**src/include/tcc_defines.svh**
```systemverilog
// Timer counter register map, field positions, reset values and timing constants
`ifndef TCC_DEFINES_SVH
`define TCC_DEFINES_SVH
`define TCC_OFS_MODE    6'h00
`define TCC_OFS_CTL     6'h04
`define TCC_OFS_CLKSEL  6'h08
`define TCC_OFS_CMODE1  6'h0C
`define TCC_OFS_CMODE2  6'h10
`define TCC_OFS_CMP1    6'h14
`define TCC_OFS_CMP2    6'h18
`define TCC_OFS_CAPT    6'h1C
`define TCC_OFS_STATUS  6'h20
`define TCC_OFS_CLEAR   6'h24
`define TCC_OFS_INTEN   6'h28
`define TCC_CTL_RUN     0
`define TCC_CTL_PRESET  1
`define TCC_CTL_EIM     2
`define TCC_CM_IRQ      0
`define TCC_CM_RST      1
`define TCC_CM_TGL      2
`define TCC_CM_SGL      3
`define TCC_CS_SRC_LSB  0
`define TCC_CS_EDGE_LSB 2
`define TCC_ST_RUN      0
`define TCC_ST_CM1      1
`define TCC_ST_CM2      2
`define TCC_ST_EDGE     3
`define TCC_RST_MODE    4'hF
`define TCC_RST_CMP     8'hFF
`define TCC_RST_ZERO4   4'h0
`define TCC_PRE_DIV     16
`endif

```
**src/include/tcc_pkg.sv**
```systemverilog
// Timer counter types: modes, states, count sources and edge selections
package tcc_pkg;
  typedef enum logic [3:0] {
    TCC_M_TIMER    = 4'h1,
    TCC_M_TRIG_EXT = 4'h2,
    TCC_M_TRIG_T2  = 4'h3,
    TCC_M_TIMER_PT = 4'h4,
    TCC_M_TRIG_PT  = 4'h5,
    TCC_M_BURST_M2 = 4'h6,
    TCC_M_BURST_SO = 4'h7,
    TCC_M_FSK      = 4'h8,
    TCC_M_PWM      = 4'h9,
    TCC_M_MANCH    = 4'hA,
    TCC_M_BIPH     = 4'hB,
    TCC_M_CAPT     = 4'hC
  } tcc_mode_type;
  typedef enum logic [1:0] {
    TCC_IDLE  = 2'b00,
    TCC_ARMED = 2'b01,
    TCC_COUNT = 2'b11,
    TCC_HOLD  = 2'b10
  } tcc_state_type;
  typedef enum logic [1:0] {
    TCC_SRC_SYS = 2'h0,
    TCC_SRC_PRE = 2'h1,
    TCC_SRC_EXT = 2'h2,
    TCC_SRC_T2  = 2'h3
  } tcc_src_type;
  typedef enum logic [1:0] {
    TCC_EDGE_OFF  = 2'h0,
    TCC_EDGE_RISE = 2'h1,
    TCC_EDGE_FALL = 2'h2,
    TCC_EDGE_BOTH = 2'h3
  } tcc_edge_type;
endpackage

```
**src/logic/tcc_timer3.sv**
```systemverilog
// Eight-bit compare/capture timer with modulator and demodulator stage
//
// The Avalon-MM slave port and the address map were decided locally.
`timescale 1ns/1ps
`include "tcc_defines.svh"
module tcc_timer3
  import tcc_pkg::*;
#(
  parameter int WIDTH   = 8,
  parameter int PRE_DIV = `TCC_PRE_DIV
) (
  // Clock and reset
  input  wire logic             CLK,
  input  wire logic             SYS_RST,
  // Avalon-MM slave
  input  wire logic [5:0]       AVS_ADDRESS,
  input  wire logic             AVS_READ,
  input  wire logic             AVS_WRITE,
  input  wire logic [31:0]      AVS_WRITEDATA,
  input  wire logic [3:0]       AVS_BYTEENABLE,
  output logic      [31:0]      AVS_READDATA,
  output logic                  AVS_WAITREQUEST,
  // Timer pins and neighbours
  input  wire logic             TIMER_EDGE_INPUT,
  input  wire logic             T2_TOGGLE_IN,
  input  wire logic             T2_OUTPUT_IN,
  input  wire logic             T2_GATE_IN,
  input  wire logic             SERIAL_SHIFT_DATA_IN,
  output logic                  TIMER_SIGNAL_OUTPUT,
  output logic                  TIMER_TOGGLE_OUT,
  output logic                  SERIAL_SHIFT_BIT,
  output logic                  SERIAL_SHIFT_STROBE,
  // Interrupt
  output logic                  IRQ
);

  function automatic logic hit(input logic [5:0] ofs);
    hit = (AVS_ADDRESS == ofs);
  endfunction

  function automatic logic is_trig(input logic [3:0] m);
    is_trig = (m == TCC_M_TRIG_EXT) || (m == TCC_M_TRIG_PT);
  endfunction

  function automatic logic is_demod(input logic [3:0] m);
    is_demod = (m == TCC_M_MANCH) || (m == TCC_M_BIPH);
  endfunction

  function automatic logic is_capt(input logic [3:0] m);
    is_capt = is_trig(m) || (m == TCC_M_TRIG_T2) || (m == TCC_M_CAPT);
  endfunction

  logic [3:0]       mode_timer_mode_select_reg_r;
  logic [2:0]       timer_control_reg_r;
  logic [3:0]       clksel_r;
  logic [3:0]       compare_action_mask_one_r;
  logic [3:0]       compare_action_mask_two_r;
  logic [WIDTH-1:0] compare_value_one_r;
  logic [WIDTH-1:0] compare_value_two_r;
  logic [WIDTH-1:0] cnt_r;
  logic [WIDTH-1:0] capt_r;
  logic [3:0]       sticky_r;
  logic [3:0]       inten_r;
  logic [3:0]       sticky_set;
  logic [3:0]       sticky_clr;
  tcc_state_type    state_r;
  tcc_state_type    state_nxt;
  logic             ack_r;
  logic             req;
  logic             wr_en;
  logic [7:0]       wdat;
  logic [31:0]      rd_nxt;
  logic             sy1_r;
  logic             sy2_r;
  logic             sy3_r;
  logic             t2_prev_r;
  logic [15:0]      pre_cnt_r;
  logic             pre_tick;
  logic             rise;
  logic             fall;
  logic             edge_act;
  logic             t2_evt;
  logic             tick;
  logic             run;
  logic             counting;
  logic             act_sel;
  logic             sel_r;
  logic             done1_r;
  logic             done2_r;
  logic             m1;
  logic             m2;
  logic             restart;
  logic             capt_evt;
  logic             tgl_r;
  logic             bip_r;
  logic [3:0]       mode;

  assign mode = mode_timer_mode_select_reg_r;
  assign run  = timer_control_reg_r[`TCC_CTL_RUN];

  // Bus: one wait state, write lands on the edge where waitrequest is low
  assign req             = AVS_READ | AVS_WRITE;
  assign AVS_WAITREQUEST = req & ~ack_r;
  assign wr_en           = AVS_WRITE & ack_r & AVS_BYTEENABLE[0];
  assign wdat            = AVS_WRITEDATA[7:0];

  always_ff @(posedge CLK) begin
    if (SYS_RST) begin
      ack_r <= 1'b0;
    end else begin
      ack_r <= req & ~ack_r;
    end
  end

  always_comb begin
    rd_nxt = 32'h0000_0000;
    if (hit(`TCC_OFS_MODE)) begin
      rd_nxt[3:0] = mode;
    end else if (hit(`TCC_OFS_CTL)) begin
      rd_nxt[2:0] = timer_control_reg_r;
    end else if (hit(`TCC_OFS_CLKSEL)) begin
      rd_nxt[3:0] = clksel_r;
    end else if (hit(`TCC_OFS_CMODE1)) begin
      rd_nxt[3:0] = compare_action_mask_one_r;
    end else if (hit(`TCC_OFS_CMODE2)) begin
      rd_nxt[3:0] = compare_action_mask_two_r;
    end else if (hit(`TCC_OFS_CMP1)) begin
      rd_nxt[WIDTH-1:0] = compare_value_one_r;
    end else if (hit(`TCC_OFS_CMP2)) begin
      rd_nxt[WIDTH-1:0] = compare_value_two_r;
    end else if (hit(`TCC_OFS_CAPT)) begin
      rd_nxt[WIDTH-1:0] = capt_r;
    end else if (hit(`TCC_OFS_STATUS)) begin
      rd_nxt[3:0] = {sticky_r[3:1], counting};
    end else if (hit(`TCC_OFS_INTEN)) begin
      rd_nxt[3:0] = inten_r;
    end
  end

  always_ff @(posedge CLK) begin
    if (SYS_RST) begin
      AVS_READDATA <= 32'h0000_0000;
    end else if (AVS_READ & ~ack_r) begin
      AVS_READDATA <= rd_nxt;
    end
  end

  always_ff @(posedge CLK) begin
    if (SYS_RST) begin
      mode_timer_mode_select_reg_r <= `TCC_RST_MODE;
      timer_control_reg_r          <= 3'h0;
      clksel_r                     <= `TCC_RST_ZERO4;
      compare_action_mask_one_r    <= `TCC_RST_ZERO4;
      compare_action_mask_two_r    <= `TCC_RST_ZERO4;
      compare_value_one_r          <= WIDTH'(`TCC_RST_CMP);
      compare_value_two_r          <= WIDTH'(`TCC_RST_CMP);
      inten_r                      <= `TCC_RST_ZERO4;
    end else if (wr_en) begin
      if (hit(`TCC_OFS_MODE)) begin
        mode_timer_mode_select_reg_r <= wdat[3:0];
      end else if (hit(`TCC_OFS_CTL)) begin
        timer_control_reg_r <= wdat[2:0];
      end else if (hit(`TCC_OFS_CLKSEL)) begin
        clksel_r <= wdat[3:0];
      end else if (hit(`TCC_OFS_CMODE1)) begin
        compare_action_mask_one_r <= wdat[3:0];
      end else if (hit(`TCC_OFS_CMODE2)) begin
        compare_action_mask_two_r <= wdat[3:0];
      end else if (hit(`TCC_OFS_CMP1)) begin
        compare_value_one_r <= wdat[WIDTH-1:0];
      end else if (hit(`TCC_OFS_CMP2)) begin
        compare_value_two_r <= wdat[WIDTH-1:0];
      end else if (hit(`TCC_OFS_INTEN)) begin
        inten_r <= {wdat[3:1], 1'b0};
      end
    end
  end

  // Input stage; first flop feeds only the second
  always_ff @(posedge CLK) begin
    if (SYS_RST) begin
      sy1_r     <= 1'b0;
      sy2_r     <= 1'b0;
      sy3_r     <= 1'b0;
      t2_prev_r <= 1'b0;
    end else begin
      sy1_r     <= TIMER_EDGE_INPUT;
      sy2_r     <= sy1_r;
      sy3_r     <= sy2_r;
      t2_prev_r <= T2_TOGGLE_IN;
    end
  end

  assign rise   = sy2_r & ~sy3_r;
  assign fall   = ~sy2_r & sy3_r;
  assign t2_evt = T2_TOGGLE_IN ^ t2_prev_r;

  always_comb begin
    case (tcc_edge_type'(clksel_r[`TCC_CS_EDGE_LSB +: 2]))
      TCC_EDGE_RISE: edge_act = rise;
      TCC_EDGE_FALL: edge_act = fall;
      TCC_EDGE_BOTH: edge_act = rise | fall;
      default:       edge_act = 1'b0;
    endcase
  end

  // Prescaler runs freely so the internal slow source needs no restart
  always_ff @(posedge CLK) begin
    if (SYS_RST || pre_tick) begin
      pre_cnt_r <= 16'h0000;
    end else begin
      pre_cnt_r <= pre_cnt_r + 16'h0001;
    end
  end

  assign pre_tick = (pre_cnt_r == 16'(PRE_DIV - 1));

  always_comb begin
    case (tcc_src_type'(clksel_r[`TCC_CS_SRC_LSB +: 2]))
      TCC_SRC_PRE: tick = pre_tick;
      TCC_SRC_EXT: tick = edge_act;
      TCC_SRC_T2:  tick = t2_evt;
      default:     tick = 1'b1;
    endcase
  end

  // Sequencer
  always_comb begin
    state_nxt = state_r;
    case (state_r)
      TCC_IDLE: begin
        if (run) begin
          state_nxt = (is_trig(mode) || is_demod(mode)) ? TCC_ARMED : TCC_COUNT;
        end
      end
      TCC_ARMED: begin
        if (!run) begin
          state_nxt = TCC_IDLE;
        end else if (edge_act) begin
          state_nxt = TCC_COUNT;
        end
      end
      TCC_COUNT: begin
        if (!run) begin
          state_nxt = TCC_IDLE;
        end else if (is_demod(mode) && m1) begin
          state_nxt = TCC_HOLD;
        end
      end
      default: begin
        if (!run) begin
          state_nxt = TCC_IDLE;
        end else if (edge_act) begin
          state_nxt = TCC_COUNT;
        end
      end
    endcase
  end

  always_ff @(posedge CLK) begin
    if (SYS_RST) begin
      state_r <= TCC_IDLE;
    end else begin
      state_r <= state_nxt;
    end
  end

  assign counting = (state_r == TCC_COUNT) || (state_r == TCC_HOLD);

  // FSK and PWM let the shift data pick the compare register
  assign act_sel = ((mode == TCC_M_FSK) || (mode == TCC_M_PWM)) ?
                   SERIAL_SHIFT_DATA_IN : sel_r;

  // Match on count x gives a period of x + 1 ticks
  assign m1 = counting && tick && (cnt_r == compare_value_one_r) && !act_sel &&
              !done1_r && (state_r != TCC_HOLD);
  assign m2 = counting && tick && (cnt_r == compare_value_two_r) && act_sel &&
              !done2_r;

  assign restart = (state_r == TCC_HOLD && edge_act) ||
                   (is_trig(mode) && state_r == TCC_COUNT && edge_act) ||
                   (mode == TCC_M_TRIG_T2 && counting && t2_evt);
  assign capt_evt = (restart && !is_demod(mode)) ||
                    (mode == TCC_M_CAPT && counting && edge_act);

  always_ff @(posedge CLK) begin
    if (SYS_RST || !run) begin
      cnt_r <= '0;
    end else if (restart || state_r == TCC_ARMED) begin
      cnt_r <= '0;
    end else if (counting && tick) begin
      if ((m1 && compare_action_mask_one_r[`TCC_CM_RST]) ||
          (m2 && compare_action_mask_two_r[`TCC_CM_RST])) begin
        cnt_r <= '0;
      end else begin
        cnt_r <= cnt_r + WIDTH'(1);
      end
    end
  end

  // Alternation and single action; a trigger restarts both
  always_ff @(posedge CLK) begin
    if (SYS_RST || state_r == TCC_IDLE || restart) begin
      sel_r   <= 1'b0;
      done1_r <= 1'b0;
      done2_r <= 1'b0;
    end else if (m1) begin
      done1_r <= compare_action_mask_one_r[`TCC_CM_SGL];
      sel_r   <= ~done2_r;
    end else if (m2) begin
      done2_r <= compare_action_mask_two_r[`TCC_CM_SGL];
      sel_r   <= done1_r;
    end
  end

  always_ff @(posedge CLK) begin
    if (SYS_RST) begin
      tgl_r <= 1'b0;
    end else if (!run) begin
      tgl_r <= timer_control_reg_r[`TCC_CTL_PRESET];
    end else if ((m1 && compare_action_mask_one_r[`TCC_CM_TGL]) ||
                 (m2 && compare_action_mask_two_r[`TCC_CM_TGL])) begin
      tgl_r <= ~tgl_r;
    end
  end

  // Capture copies the live count when no capture mode owns it
  always_ff @(posedge CLK) begin
    if (SYS_RST) begin
      capt_r <= '0;
    end else if (capt_evt) begin
      capt_r <= cnt_r;
    end else if (!is_capt(mode)) begin
      capt_r <= cnt_r;
    end
  end

  // Demodulator; biphase toggles on each mid-frame edge
  always_ff @(posedge CLK) begin
    if (SYS_RST || state_r == TCC_IDLE) begin
      bip_r <= 1'b0;
    end else if (state_r == TCC_COUNT && edge_act) begin
      bip_r <= ~bip_r;
    end
  end

  always_ff @(posedge CLK) begin
    if (SYS_RST) begin
      SERIAL_SHIFT_BIT    <= 1'b0;
      SERIAL_SHIFT_STROBE <= 1'b0;
    end else begin
      SERIAL_SHIFT_STROBE <= is_demod(mode) && m1;
      if (is_demod(mode) && m1) begin
        SERIAL_SHIFT_BIT <= (mode == TCC_M_BIPH) ? bip_r : sy2_r;
      end
    end
  end

  // Output stage
  always_ff @(posedge CLK) begin
    if (SYS_RST) begin
      TIMER_SIGNAL_OUTPUT <= 1'b0;
      TIMER_TOGGLE_OUT    <= 1'b0;
    end else begin
      TIMER_TOGGLE_OUT <= tgl_r;
      case (mode)
        TCC_M_TIMER_PT, TCC_M_TRIG_PT: TIMER_SIGNAL_OUTPUT <= T2_OUTPUT_IN;
        TCC_M_BURST_M2: TIMER_SIGNAL_OUTPUT <= tgl_r & T2_GATE_IN;
        TCC_M_BURST_SO: TIMER_SIGNAL_OUTPUT <= tgl_r & SERIAL_SHIFT_DATA_IN;
        default:        TIMER_SIGNAL_OUTPUT <= tgl_r;
      endcase
    end
  end

  // Interrupt flags; a set in the clearing cycle survives
  always_comb begin
    sticky_set = 4'h0;
    sticky_set[`TCC_ST_CM1]  = m1 && compare_action_mask_one_r[`TCC_CM_IRQ];
    sticky_set[`TCC_ST_CM2]  = m2 && compare_action_mask_two_r[`TCC_CM_IRQ];
    sticky_set[`TCC_ST_EDGE] = edge_act && timer_control_reg_r[`TCC_CTL_EIM] &&
                               !run;
    sticky_clr = (wr_en && hit(`TCC_OFS_CLEAR)) ? wdat[3:0] : 4'h0;
  end

  always_ff @(posedge CLK) begin
    if (SYS_RST) begin
      sticky_r <= `TCC_RST_ZERO4;
    end else begin
      sticky_r <= (sticky_r & ~sticky_clr) | sticky_set;
    end
  end

  assign IRQ = |(sticky_r[3:1] & inten_r[3:1]);

endmodule

```
**config.mk**
```make
export PLATFORM = sky130hd
export DESIGN_NAME = tcc_timer3
export DESIGN_NICKNAME = d
export VERILOG_FILES = /design/src/include/tcc_pkg.sv /design/src/logic/tcc_timer3.sv
export VERILOG_INCLUDE_DIRS = /design/src /design/src/include
export SDC_FILE = /design/constraint.sdc
export NUM_CORES = 1
export LEC_CHECK = 0
export BUFFER_PORTS_ARGS = -buffer_cell sky130_fd_sc_hd__buf_2
export CAP_MARGIN = 20
export CORE_UTILIZATION = 50
export DETAILED_ROUTE_END_ITERATION = 10
export PLACE_DENSITY_LB_ADDON = 0.15
export SLEW_MARGIN = 25
export SYNTH_ARGS = -nofsm -noshare
export SYNTH_HDL_FRONTEND = slang
export SYNTH_SLANG_ARGS = --single-unit
export TNS_END_PERCENT = 20
```
**constraint.sdc**
```tcl
create_clock -name CLK -period 2.7 [get_ports CLK]
set_input_delay 0.135 -clock CLK [delete_from_list [all_inputs] [get_ports CLK]]
set_output_delay 0.135 -clock CLK [all_outputs]
set_load 0.03 [all_outputs]
```
==> After elaboration in Yosys (flattened, before gate mapping) <==
Cells that the tools add are included.
{ "classes": {"n_addsub": 2, "multipliers": 0, "div": 0, "n_lt_le_gt_ge": 0, "eq_ne": 39, "n_shift": 0, "muxes": 36, "bitwise_logic": 29, "reduce_logical": 65} }
{ "op_table": {"columns": ["cell", "n"], "rows": [
  ["$mux W4", 13],
  ["$mux W8", 5],
  ["$logic_and A1 B1 Y1", 27],
  ["$eq A6 B5 Y1 const B", 4],
  ["$eq A4 B4 Y1 const B", 5],
  ["$eq A6 B6 Y1 const B", 3],
  ["$logic_or A1 B1 Y1", 17],
  ["$add A16 B1 Y16 const B", 1],
  ["$eq A16 B4 Y1 const B", 1],
  ["$eq A4 B3 Y1 const B", 4],
  ["$eq A8 B8 Y1", 2],
  ["$not A1 Y1", 14],
  ["$eq A2 B2 Y1 const B", 6],
  ["$eq A6 B4 Y1 const B", 2],
  ["$mux W2", 6],
  ["$pmux W1 S3", 3],
  ["$reduce_and A9 Y1", 1],
  ["$add A8 B1 Y8 const B", 1],
  ["$and A1 B1 Y1", 8],
  ["$eq A4 B2 Y1 const B", 2],
  ["$reduce_and A8 Y1", 1],
  ["$reduce_and A7 Y1", 1],
  ["$eq A2 B1 Y1 const B", 3],
  ["$eq A6 B3 Y1 const B", 1],
  ["25 further kinds", 40]
]} }
{ "totals": {"register_bits": 98, "latchBits": 0, "mem_bits_rw": 0, "romBits": 0, "output_inout_bits": 38, "word_cells": 199, "n_memories": 0} }

==> Depth between registers and ports, before layout <==
Gate-level depths: netlist (run 1).
{ "depth": {"ltp_word": 14, "depth_mapped": 9, "depth_no_buf": 8} }

==> Worst setup path before layout (run 1) <==
Ideal clock, no wire load.
{ "synth_path": {"kind": "reg-to-reg", "start": "register state_r[0]", "end": "register tgl_r", "setup_time_ns": 0.091, "t_arrival_ns": 1.943, "slack_ns": 0.666, "stages_incl_launch_ff": 9, "synth_period_minus_slack_ns": 2.034, "path_cell_list": "dfxtp_1 -> inv_1 -> ha_1 -> nor2_1 -> nand4_1 -> nor4_4 -> a22oi_2 -> or3_1 -> a311oi_1"} }
{ "synth_via": {"elab_chain_cells": 10, "elab_cells_between_ends": 16} }
{ "synth_rtl": {"columns": ["element", "line_no", "text"], "rows": [
  ["start: declaration", "tcc_timer3.sv:66", "tcc_state_type state_r;"],
  ["start signal: assignment", "tcc_timer3.sv:264", "state_r <= state_nxt;"],
  ["$eq A2 B2 Y1", "tcc_timer3.sv:268", "assign counting = (state_r == TCC_COUNT) || (state_r == TCC_HOLD);"],
  ["$logic_or A1 B1 Y1", "tcc_timer3.sv:268", null],
  ["$logic_and A1 B1 Y1", "tcc_timer3.sv:275, tcc_timer3.sv:277", null],
  ["$logic_and A1 B1 Y1 (3 in a row)", "tcc_timer3.sv:275", "assign m1 = counting && tick && (cnt_r == compare_value_one_r) && !act_sel &&"],
  ["$logic_and A1 B1 Y1", "tcc_timer3.sv:276", "!done1_r && (state_r != TCC_HOLD);"],
  ["$logic_and A1 B1 Y1", "tcc_timer3.sv:321", "end else if ((m1 && compare_action_mask_one_r[`TCC_CM_TGL]) ||"],
  ["$logic_or A1 B1 Y1 *", "tcc_timer3.sv:321", null],
  ["$ne A2 B1 Y1 (no line) *", null, null],
  ["end signal: assignment", "tcc_timer3.sv:320", "tgl_r <= timer_control_reg_r[`TCC_CTL_PRESET];"],
  ["end signal: assignment", "tcc_timer3.sv:323", "tgl_r <= ~tgl_r;"],
  ["end: declaration", "tcc_timer3.sv:94", "logic tgl_r;"]
]} }
Mark *: on every way between the ends. The rest lies on a longest branch, timed or not.
A chain may end at the register's enable or synchronous reset.

==> Worst setup path in the final report (run 1) <==
{ "layout_path": {"start": "register pre_cnt_r[0]", "end": "register cnt_r[7]"} }
{ "layout_via": {"elab_chain_cells": 10, "elab_cells_between_ends": 14} }
{ "layout_rtl": {"columns": ["element", "line_no", "text"], "rows": [
  ["start: declaration", "tcc_timer3.sv:77", "logic [15:0] pre_cnt_r;"],
  ["start signal: assignment", "tcc_timer3.sv:212", "pre_cnt_r <= pre_cnt_r + 16'h0001;"],
  ["$eq A16 B4 Y1 *", "tcc_timer3.sv:216", "assign pre_tick = (pre_cnt_r == 16'(PRE_DIV - 1));"],
  ["$pmux W1 S3 *", "tcc_timer3.sv:219", "case (tcc_src_type'(clksel_r[`TCC_CS_SRC_LSB +: 2]))"],
  ["$logic_and A1 B1 Y1 *", "tcc_timer3.sv:275, tcc_timer3.sv:277, tcc_timer3.sv:291", null],
  ["$logic_and A1 B1 Y1 (3 in a row)", "tcc_timer3.sv:275", null],
  ["$logic_and A1 B1 Y1", "tcc_timer3.sv:276", null],
  ["$logic_and A1 B1 Y1", "tcc_timer3.sv:292", "if ((m1 && compare_action_mask_one_r[`TCC_CM_RST]) ||"],
  ["$logic_or A1 B1 Y1", "tcc_timer3.sv:292", null],
  ["$mux W8", "tcc_timer3.sv:292", null],
  ["end signal: assignment", "tcc_timer3.sv:296", "cnt_r <= cnt_r + WIDTH'(1);"],
  ["end: declaration", "tcc_timer3.sv:60", "logic [WIDTH-1:0] cnt_r;"]
]} }
Marked as above.

==> run_results.csv, run 1 <==
group,metric,value,unit
critical_path,max_stage_delay,0.61,ns
logic_synthesis,synth-seq-area-share,38.00,%
sta,post-route-period-util,90.32,%
floorplanning,die_h,103.1,um
cts,cts_tree,"yes",
sta,fmax,410.1,MHz
route,wl,12.83,mm
global_route,grt_max_degree,35,
sta,period_minus_slack,2.439,ns
cts,cts.sinks,97,
logic_synthesis,synthTopCellsByArea,"dfxtp_1 38%, nor2_1 5.5%, mux2i_1 4.5%",
critical_path,cp_num_buf_inv,0,
placed_design,hpwlAfterDp,9.691,mm
route,drtIter0Drc,240,
floorplanning,die_area,10630,sq um
cts,clockBufferDepth,2,
power_and_ir_drop,peakVddDrop,294.5,uV
floorplanning,rows,36,
route,num_vias,4415,
sta,slew-limit-headroom,56.35,%
critical_path,critPathTopFamily,"simple AND/OR/NAND/NOR gates",
job,cap_viol_max_count,0,
cts,cts_resized,0,
critical_path,cp_max_fo,10,
logic_synthesis,synth_top_area_share,38.00,%
worst_hold_path,hold_path.class,"input pin to flip-flop",
logic_synthesis,yosysWarnings,0,
cts,post-cts-setup-buffers,0,
floorplanning,start_util,52.04,%
cts,root_buffer,"clkbuf_8",
global_route,grt_first_pass_wirelength,20.28,mm
critical_path,crit_arrival,2.73,ns
power_and_ir_drop,p_leak,0.002064,uW
placed_design,portBuffers,37,
sta,fin_hold_ws,0.02997,ns
global_route,gr-usage-all-layers,25.35,%
power_and_ir_drop,powerDensity,484.5,nW/um^2
logic_synthesis,avgSynthCellArea,8.255,sq um
global_route,grt_antenna_before_repair,0,
power_and_ir_drop,pwr-share-clk,36.2,%
logic_synthesis,syn-cell-area,5110,sq um
sta,setup_viol,0,
route,postRouteAntennaNets,0,
floorplanning,die_w,103.1,um
final_layout,final_cell_mix,"97 x dfxtp_1, 75 x nor2_1, 50 x nand2_1",
sta,clock_skew,0.01345,ns
outcome,outcome,"finished clean",
critical_path,worstSetupPathType,"flip-flop to flip-flop",
power_and_ir_drop,swShare,26.02,%
power_and_ir_drop,power.switching,702.8,uW
logic_synthesis,yosys.area.top_type,"dfxtp_1",
final_layout,nets,709,
power_and_ir_drop,p_int,1998,uW
cts,cts_buffers,9,
sta,tightest_slew,0.6548,ns
critical_path,cp-end-kind,"flip-flop",
floorplanning,core_area,9819,sq um
final_layout,drive_gt1_share,12.39,%
sta,rsz0062_at_grt,"false",
floorplanning,top_level_ports,89,
critical_path,slowest_stage,"or4_1",
global_route,grt_overflow_total,0,
logic_synthesis,postSynthCellCount,619,
critical_path,critPathLaunchType,"flip-flop",
logic_synthesis,ys_ff_latch,97,
logic_synthesis,yosys.cell_types.count,62,
route,drt_first_pass_iters,4,
sta,hold_viol,0,
final_layout,areaGrowthSynthToFinish,9.084,%
critical_path,path_cells,"ha_1, and3_1, nand4_1, a31oi_2, nand3_1, or4_1, a21oi_1",
placed_design,gp_congestion,0.9299,
logic_synthesis,async_flop_share,0,%
critical_path,cp.required,2.99,ns
sta,tns,0,ns
cts,cts-htree-levels,3,
cts,path_clk_slew,0.09,ns
cts,cts_hold_buf,5,
power_and_ir_drop,pwr-share-seq,53.9,%
final_layout,num_antenna_cells,0,
final_layout,final_common_cell,"dfxtp_1",
logic_synthesis,synth-main-ff-cell,"dfxtp_1",
route,drt-wirelength-per-cell,16.30,um
route,via_per_inst,5.610,
power_and_ir_drop,pwr-share-comb,10.0,%
logic_synthesis,synth_edf_count,0,
final_layout,fillCellCount,953,
cts,clock_latency,0.36,ns
sta,drv_slew,0,
global_route,grt_pass1_vias,4027,
route,drc,0,
-- cells in the mapped netlist (all sizes together) (9+ instances only) --
cell,number
inv,22
nand3,28
a211o,11
nor3,9
nand2,50
nor2b,21
dfxtp,97
clkbuf,24
buf,35
nand4,14
a21oi,36
mux2i,23
o21ai,31
xor2,17
nor2,75
xnor2,15
-- metrics by stage --
step | cells | util (%) | instance area (sq um) | worst slack (ns) | total power, uW
finish | 787 | 56.77 | 5574 | 0.2615 | 2701
global route | 787 | 56.77 | 5574 | 0.09264 | 2802
CTS | 787 | 56.77 | 5574 | 0.2704 | 2723
detailed placement | 767 | 54.19 | 5321 | 0.2766 | 1748
global placement | 767 | 54.19 | 5321 | 0.3174 | 1745
floorplan | 642 | - | 5196 | 0.6661 | 1698
-- registers in the layout, indices dropped and copies added (netlist names), 8 cells and up --
signal	cells
pre_cnt_r	16
AVS_READDATA	8
capt_r	8
cnt_r	8
compare_value_one_r	8
compare_value_two_r	8
-- cell families (layout without fill, tap and decap cells) --
kind of cell             Yosys count  count (layout)  synth area share, %
AND/OR/NAND/NOR                  242             242                23.70
AO/OA/AOI/OAI                    131             131                17.21
flip-flops                        97              97                38.00
buffers and inverters             81              93                8.104
XOR/XNOR                          32              32                5.485
multiplexers                      27              27                5.460
adder cells (fa/ha/maj)            8               8                1.959
other                              1              24              0.07339
-- worst reg2reg max path, delay by kind of cell (launching register included) --
family	cells	cell delay [ns]
simple gates	4	1.31
compound gates	2	0.43
flops	1	0.40
fa+ha+maj	1	0.23
-- layout make-up --
cell class	instances	area, sq um	area share [%]
Clock buffer	11	151.4	2.716
Inverter	22	82.58	1.481
Sequential cell	97	1942	34.84
Tap cell	133	166.4	2.985
Clock inverter	4	51.30	0.9203
Timing Repair Buffer	56	340.3	6.105
Multi-Input combinational cell	464	2840	50.95
-- power by group through the flow --
stage	registers, uW	clock network [uW]	logic [uW]
after detailed placement	1490	0	260
after global placement	1490	0	259
after CTS	1450	1000	267
after floorplan	1490	0	205
final	1450	976	270
after global routing	1460	1050	294
-- final timing paths --
check	from	endpoint	slack (ns)	cells after the start
setup / recovery	pre_cnt_r[0]	cnt_r[7]	0.26	7
hold / removal	T2_TOGGLE_IN	t2_prev_r	0.03	2
setup reg to reg	pre_cnt_r[0]	cnt_r[7]	0.26	7
hold reg to reg	sy1_r	sy2_r	0.45	1
-- metal layers --
layer  share of wire, %  vias up  track usage [%]
met4                2.1        0            11.16
met2                 47      108            41.59
met3                4.1       19            4.136
met1                 47     2098            32.86
met5                  0        -                0
li1                   -     2190                -
Power figures use the tool's default switching activity.
==> run 2: changes to the inputs <==
Clock period 2.7 ns to 2.47 ns, I/O delays scaled along.
==> run_results.csv, run 2 (synthesis results as in run 1) <==
group,metric,value,unit
final_layout,nets,715,
cts,cts.sinks,97,
power_and_ir_drop,peakVddDrop,355.2,uV
global_route,grt_pass1_vias,4049,
cts,clock_latency,0.37,ns
floorplanning,top_level_ports,89,
sta,slew-limit-headroom,61.11,%
sta,fin_hold_ws,0.02862,ns
critical_path,cp_num_buf_inv,2,
placed_design,hpwlAfterDp,9.662,mm
sta,drv_slew,0,
worst_hold_path,hold_path.class,"input pin to flip-flop",
floorplanning,die_area,10630,sq um
final_layout,num_antenna_cells,0,
cts,path_clk_slew,0.09,ns
sta,post-route-period-util,92.95,%
power_and_ir_drop,power.switching,790.0,uW
floorplanning,die_h,103.1,um
route,drt_first_pass_iters,5,
sta,clock_skew,0.009853,ns
route,wl,12.93,mm
power_and_ir_drop,total_power,2851,uW
critical_path,crit_top_cell,"nand4_1",
critical_path,crit_arrival,2.56,ns
final_layout,drive_gt1_share,13.16,%
cts,cts_tree,"yes",
route,drtIter0Drc,395,
final_layout,final_common_cell,"dfxtp_1",
sta,period_minus_slack,2.296,ns
route,drt-wirelength-per-cell,16.28,um
cts,clockBufferDepth,2,
critical_path,cp_max_fo,6,
critical_path,max_stage_delay,0.45,ns
critical_path,path_cells,"inv_1, ha_1, nor2_1, nand4_1, nor4_4, buf_4, nand4_1, mux2_2",
final_layout,largest_register,"pre_cnt_r",
route,postRouteAntennaNets,0,
final_layout,areaGrowthSynthToFinish,9.794,%
critical_path,worstSetupPathType,"flip-flop to flip-flop",
placed_design,gp_congestion,0.9828,
critical_path,critPathLaunchType,"flip-flop",
final_layout,final_cell_mix,"97 x dfxtp_1, 75 x nor2_1, 50 x nand2_1",
cts,root_buffer,"clkbuf_8",
power_and_ir_drop,pwr-share-clk,33.8,%
route,via_per_inst,5.636,
global_route,gr-usage-all-layers,25.66,%
critical_path,critPathTopFamily,"simple AND/OR/NAND/NOR gates",
power_and_ir_drop,pwr-share-comb,10.5,%
power_and_ir_drop,powerDensity,508.2,nW/um^2
final_layout,largest_reg_flops,16,
power_and_ir_drop,p_int,2061,uW
floorplanning,start_util,52.04,%
global_route,grt_overflow_total,0,
critical_path,slowest_stage,"nor4_4",
floorplanning,core_area,9819,sq um
power_and_ir_drop,pwr-share-seq,55.8,%
sta,tns,0,ns
critical_path,cp.required,2.73,ns
sta,hold_viol,0,
outcome,outcome,"finished clean",
sta,setup_viol,0,
critical_path,cp-end-kind,"flip-flop",
route,num_vias,4475,
floorplanning,die_w,103.1,um
power_and_ir_drop,swShare,27.71,%
sta,fmax,435.6,MHz
global_route,grt_antenna_before_repair,0,
floorplanning,rows,36,
global_route,grt_max_degree,46,
cts,cts-htree-levels,3,
global_route,grt_first_pass_wirelength,20.49,mm
sta,tightest_slew,0.5834,ns
route,drc,0,
job,cap_viol_max_count,0,
power_and_ir_drop,p_leak,0.002082,uW
sta,rsz0062_at_grt,"false",
placed_design,portBuffers,37,
cts,cts_buffers,9,
## run 2: final cells by class
cell class,instances,area (sq um)
timing repair buffer,62,387.9
clock inverter,6,42.54
tap,133,166.4
sequential,97,1942
inverter,22,82.58
fill,961,4209
multi-input combinational,464,2851
clock buffer,10,137.6
## run 2: per-layer routing
layer	vias to the layer above	global-route usage, %	wire length (um)
met1	2119	33.50	5798
met5	-	0	0
li1	2202	-	-
met2	138	42.82	6246
met3	16	3.729	681
met4	0	9.859	204
## run 2: worst register-to-register path, delay by kind of cell (launching register included)
kind          cells  cell delay, ns
fa+ha+maj         1            0.25
mux               1            0.31
simple gates      4            0.93
flops             1            0.39
buf+inv           2            0.32
## run 2: metrics by stage
stage / util (%) / worst slack [ns] / std cells / area (sq um)
detailed placement: 54.57 / 0.1488 / 772 / 5359
finish: 57.14 / 0.1742 / 794 / 5610
floorplan: - / 0.4361 / 642 / 5196
global route: 57.14 / 0.04734 / 794 / 5610
global placement: 54.57 / 0.2458 / 772 / 5359
CTS: 57.02 / 0.1190 / 794 / 5599
## run 2: timing repair
action                                 4_1_cts  5_1_grt
setup buffers                                0        0
gates resized for setup                      0        1
hold buffers                                 6        0
endpoints found under the hold margin       10        0
setup endpoints to repair                    0        3
## run 2: worst paths after layout
| check | start | endpoint | slack, ns | depth (start not counted) |
|---|---|---|---|---|
| max | state_r[0] | SERIAL_SHIFT_BIT | 0.17 | 8 |
| min | T2_OUTPUT_IN | TIMER_SIGNAL_OUTPUT | 0.03 | 3 |
| max reg2reg | state_r[0] | SERIAL_SHIFT_BIT | 0.17 | 8 |
| min reg2reg | AVS_READDATA[2] | AVS_READDATA[2] | 0.46 | 2 |
## run 2: power groups by stage
| stage | Combinational, uW | Sequential, uW | Clock (uW) |
|---|---|---|---|
| 6_report | 299 | 1590 | 962 |
| 3_5_place_dp | 286 | 1630 | 0 |
| 5_1_grt | 328 | 1590 | 1050 |
| 2_1_floorplan | 224 | 1630 | 0 |
| 3_3_place_gp | 285 | 1630 | 0 |
| 4_1_cts | 295 | 1590 | 990 |
==> run 3: changes to the inputs <==
Settings changed: PLACE_DENSITY set to 0.81, PLACE_DENSITY_LB_ADDON 0.15 to unset, SLEW_MARGIN 25 to 20.
==> run_results.csv, run 3 (synthesis results as in run 1) <==
group,metric,value,unit
final_layout,drive_gt1_share,13.16,%
sta,period_minus_slack,2.284,ns
power_and_ir_drop,powerDensity,518.3,nW/um^2
critical_path,cp.required,2.75,ns
critical_path,crit_arrival,2.56,ns
final_layout,final_common_cell,"dfxtp_1",
final_layout,areaGrowthSynthToFinish,9.770,%
critical_path,worstSetupPathType,"flip-flop to flip-flop",
sta,fmax,437.8,MHz
placed_design,hpwlAfterDp,9.536,mm
global_route,use_met1,31.94,%
sta,drv_slew,0,
final_layout,final_cell_mix,"97 x dfxtp_1, 75 x nor2_1, 50 x nand2_1",
cts,cts_buffers,9,
sta,clock_skew,0.01846,ns
power_and_ir_drop,p_leak,0.002088,uW
cts,cts.sinks,97,
floorplanning,top_level_ports,89,
outcome,outcome,"finished clean",
global_route,gr-usage-all-layers,26.12,%
cts,path_clk_slew,0.11,ns
cts,clock_latency,0.39,ns
final_layout,nets,715,
global_route,grt_pass1_vias,4231,
cts,cts_tree,"yes",
sta,tightest_slew,0.6639,ns
global_route,grt.busiest_layer,"met2",
cts,root_buffer,"clkbuf_8",
global_route,grt_first_pass_wirelength,21.00,mm
worst_hold_path,hold_path.class,"input pin to flip-flop",
route,drtIter0Drc,425,
cts,clockBufferDepth,2,
sta,finalWorstSetupSlack,0.1859,ns
final_layout,largest_register,"pre_cnt_r",
cts,cts-htree-levels,3,
global_route,grt_antenna_before_repair,0,
placed_design,pre_cts_ws,0.1788,ns
final_layout,num_antenna_cells,0,
sta,hold_viol,0,
placed_design,portBuffers,37,
global_route,grt_use_met2,43.59,%
route,drt_first_pass_iters,5,
sta,slew-limit-headroom,55.74,%
route,drt-wirelength-per-cell,16.59,um
floorplanning,die_area,10630,sq um
route,wl,13.17,mm
global_route,grt_max_degree,38,
critical_path,cp-end-kind,"flip-flop",
cts,cts_resized,0,
floorplanning,start_util,52.04,%
placed_design,gp_congestion,0.9540,
critical_path,cp_max_fo,9,
route,num_vias,4632,
route,via_per_inst,5.834,
critical_path,critPathLaunchType,"flip-flop",
floorplanning,rows,36,
floorplanning,core_area,9819,sq um
sta,post-route-period-util,92.47,%
sta,rsz0062_at_grt,"false",
sta,tns,0,ns
sta,setup_viol,0,
route,postRouteAntennaNets,0,
floorplanning,die_h,103.1,um
route,drc,0,
global_route,grt_overflow_total,0,
floorplanning,die_w,103.1,um
job,cap_viol_max_count,0,
final_layout,largest_reg_flops,16,
global_route,met3_usage,7.186,%
power_and_ir_drop,peakVddDrop,461.7,uV
run 3: cell count changes in the layout (fill, tap and decap cells not counted):
cell | previous run | this run
clkinvlp_4 | 2 | 1
clkinv_2 | 2 | 1
clkinv_4 | 1 | 2
o2111ai_2 | 0 | 1
clkbuf_8 | 10 | 11
o2111ai_4 | 1 | 0
run 3: area by class of cell:
class | count | area (sq um)
multi-input cells | 464 | 2840
clock inverters | 5 | 38.79
fillers | 899 | 4210
well taps | 133 | 166.4
inverters | 22 | 82.58
clock buffers | 11 | 151.4
repair buffers | 62 | 387.9
flip-flops and latches | 97 | 1942
run 3: where the power goes:
| part | internal, uW | switching [uW] | total, uW | leakage (uW) |
|---|---|---|---|---|
| Sequential | 1580 | 12.3 | 1590 | 0.000784 |
| Clock | 427 | 592 | 1020 | 0.0000959 |
| Combinational | 88.0 | 210 | 298 | 0.00121 |
run 3: final timing paths:
check / from / endpoint / slack [ns] / depth (start not counted)
worst max-delay path: mode[1] / SERIAL_SHIFT_BIT / 0.19 / 6
worst min-delay path: T2_OUTPUT_IN / TIMER_SIGNAL_OUTPUT / 0.02 / 3
worst max register to register: mode[1] / SERIAL_SHIFT_BIT / 0.19 / 6
worst min register to register: sy1_r / sy2_r / 0.45 / 1
run 3: metrics by stage:
stage	hold slack, ns	instances	util [%]	area, sq um	power, uW
6_report	0.01574	794	57.12	5609	2907
5_1_grt	0.02428	794	57.12	5609	3018
4_1_cts	0.003427	794	57.12	5609	2914
3_5_place_dp	0.3417	772	54.57	5359	1911
3_3_place_gp	0.3367	772	54.57	5359	1905
2_1_floorplan	0.2414	642	-	5196	1857
run 3: worst max-delay path: stages (launching register included):
cell	delay [ns]
dfxtp_1	0.44
nor3b_4	0.24
mux2_4	0.35
nor4_4	0.40
buf_4	0.22
nand4_1	0.20
mux2_2	0.32
run 3: timing repair:
item / CTS / global route
hold buffers: 6 / 0
buffers inserted: 0 / 0
hold endpoints to repair: 10 / 0
setup endpoints to repair: 0 / 10
run 3: per-layer routing:
metal | part of all wire [%] | routed length (um)
met1 | 43 | 5670
met2 | 48 | 6313
met3 | 6.7 | 882
met4 | 2.3 | 307
met5 | 0 | 0
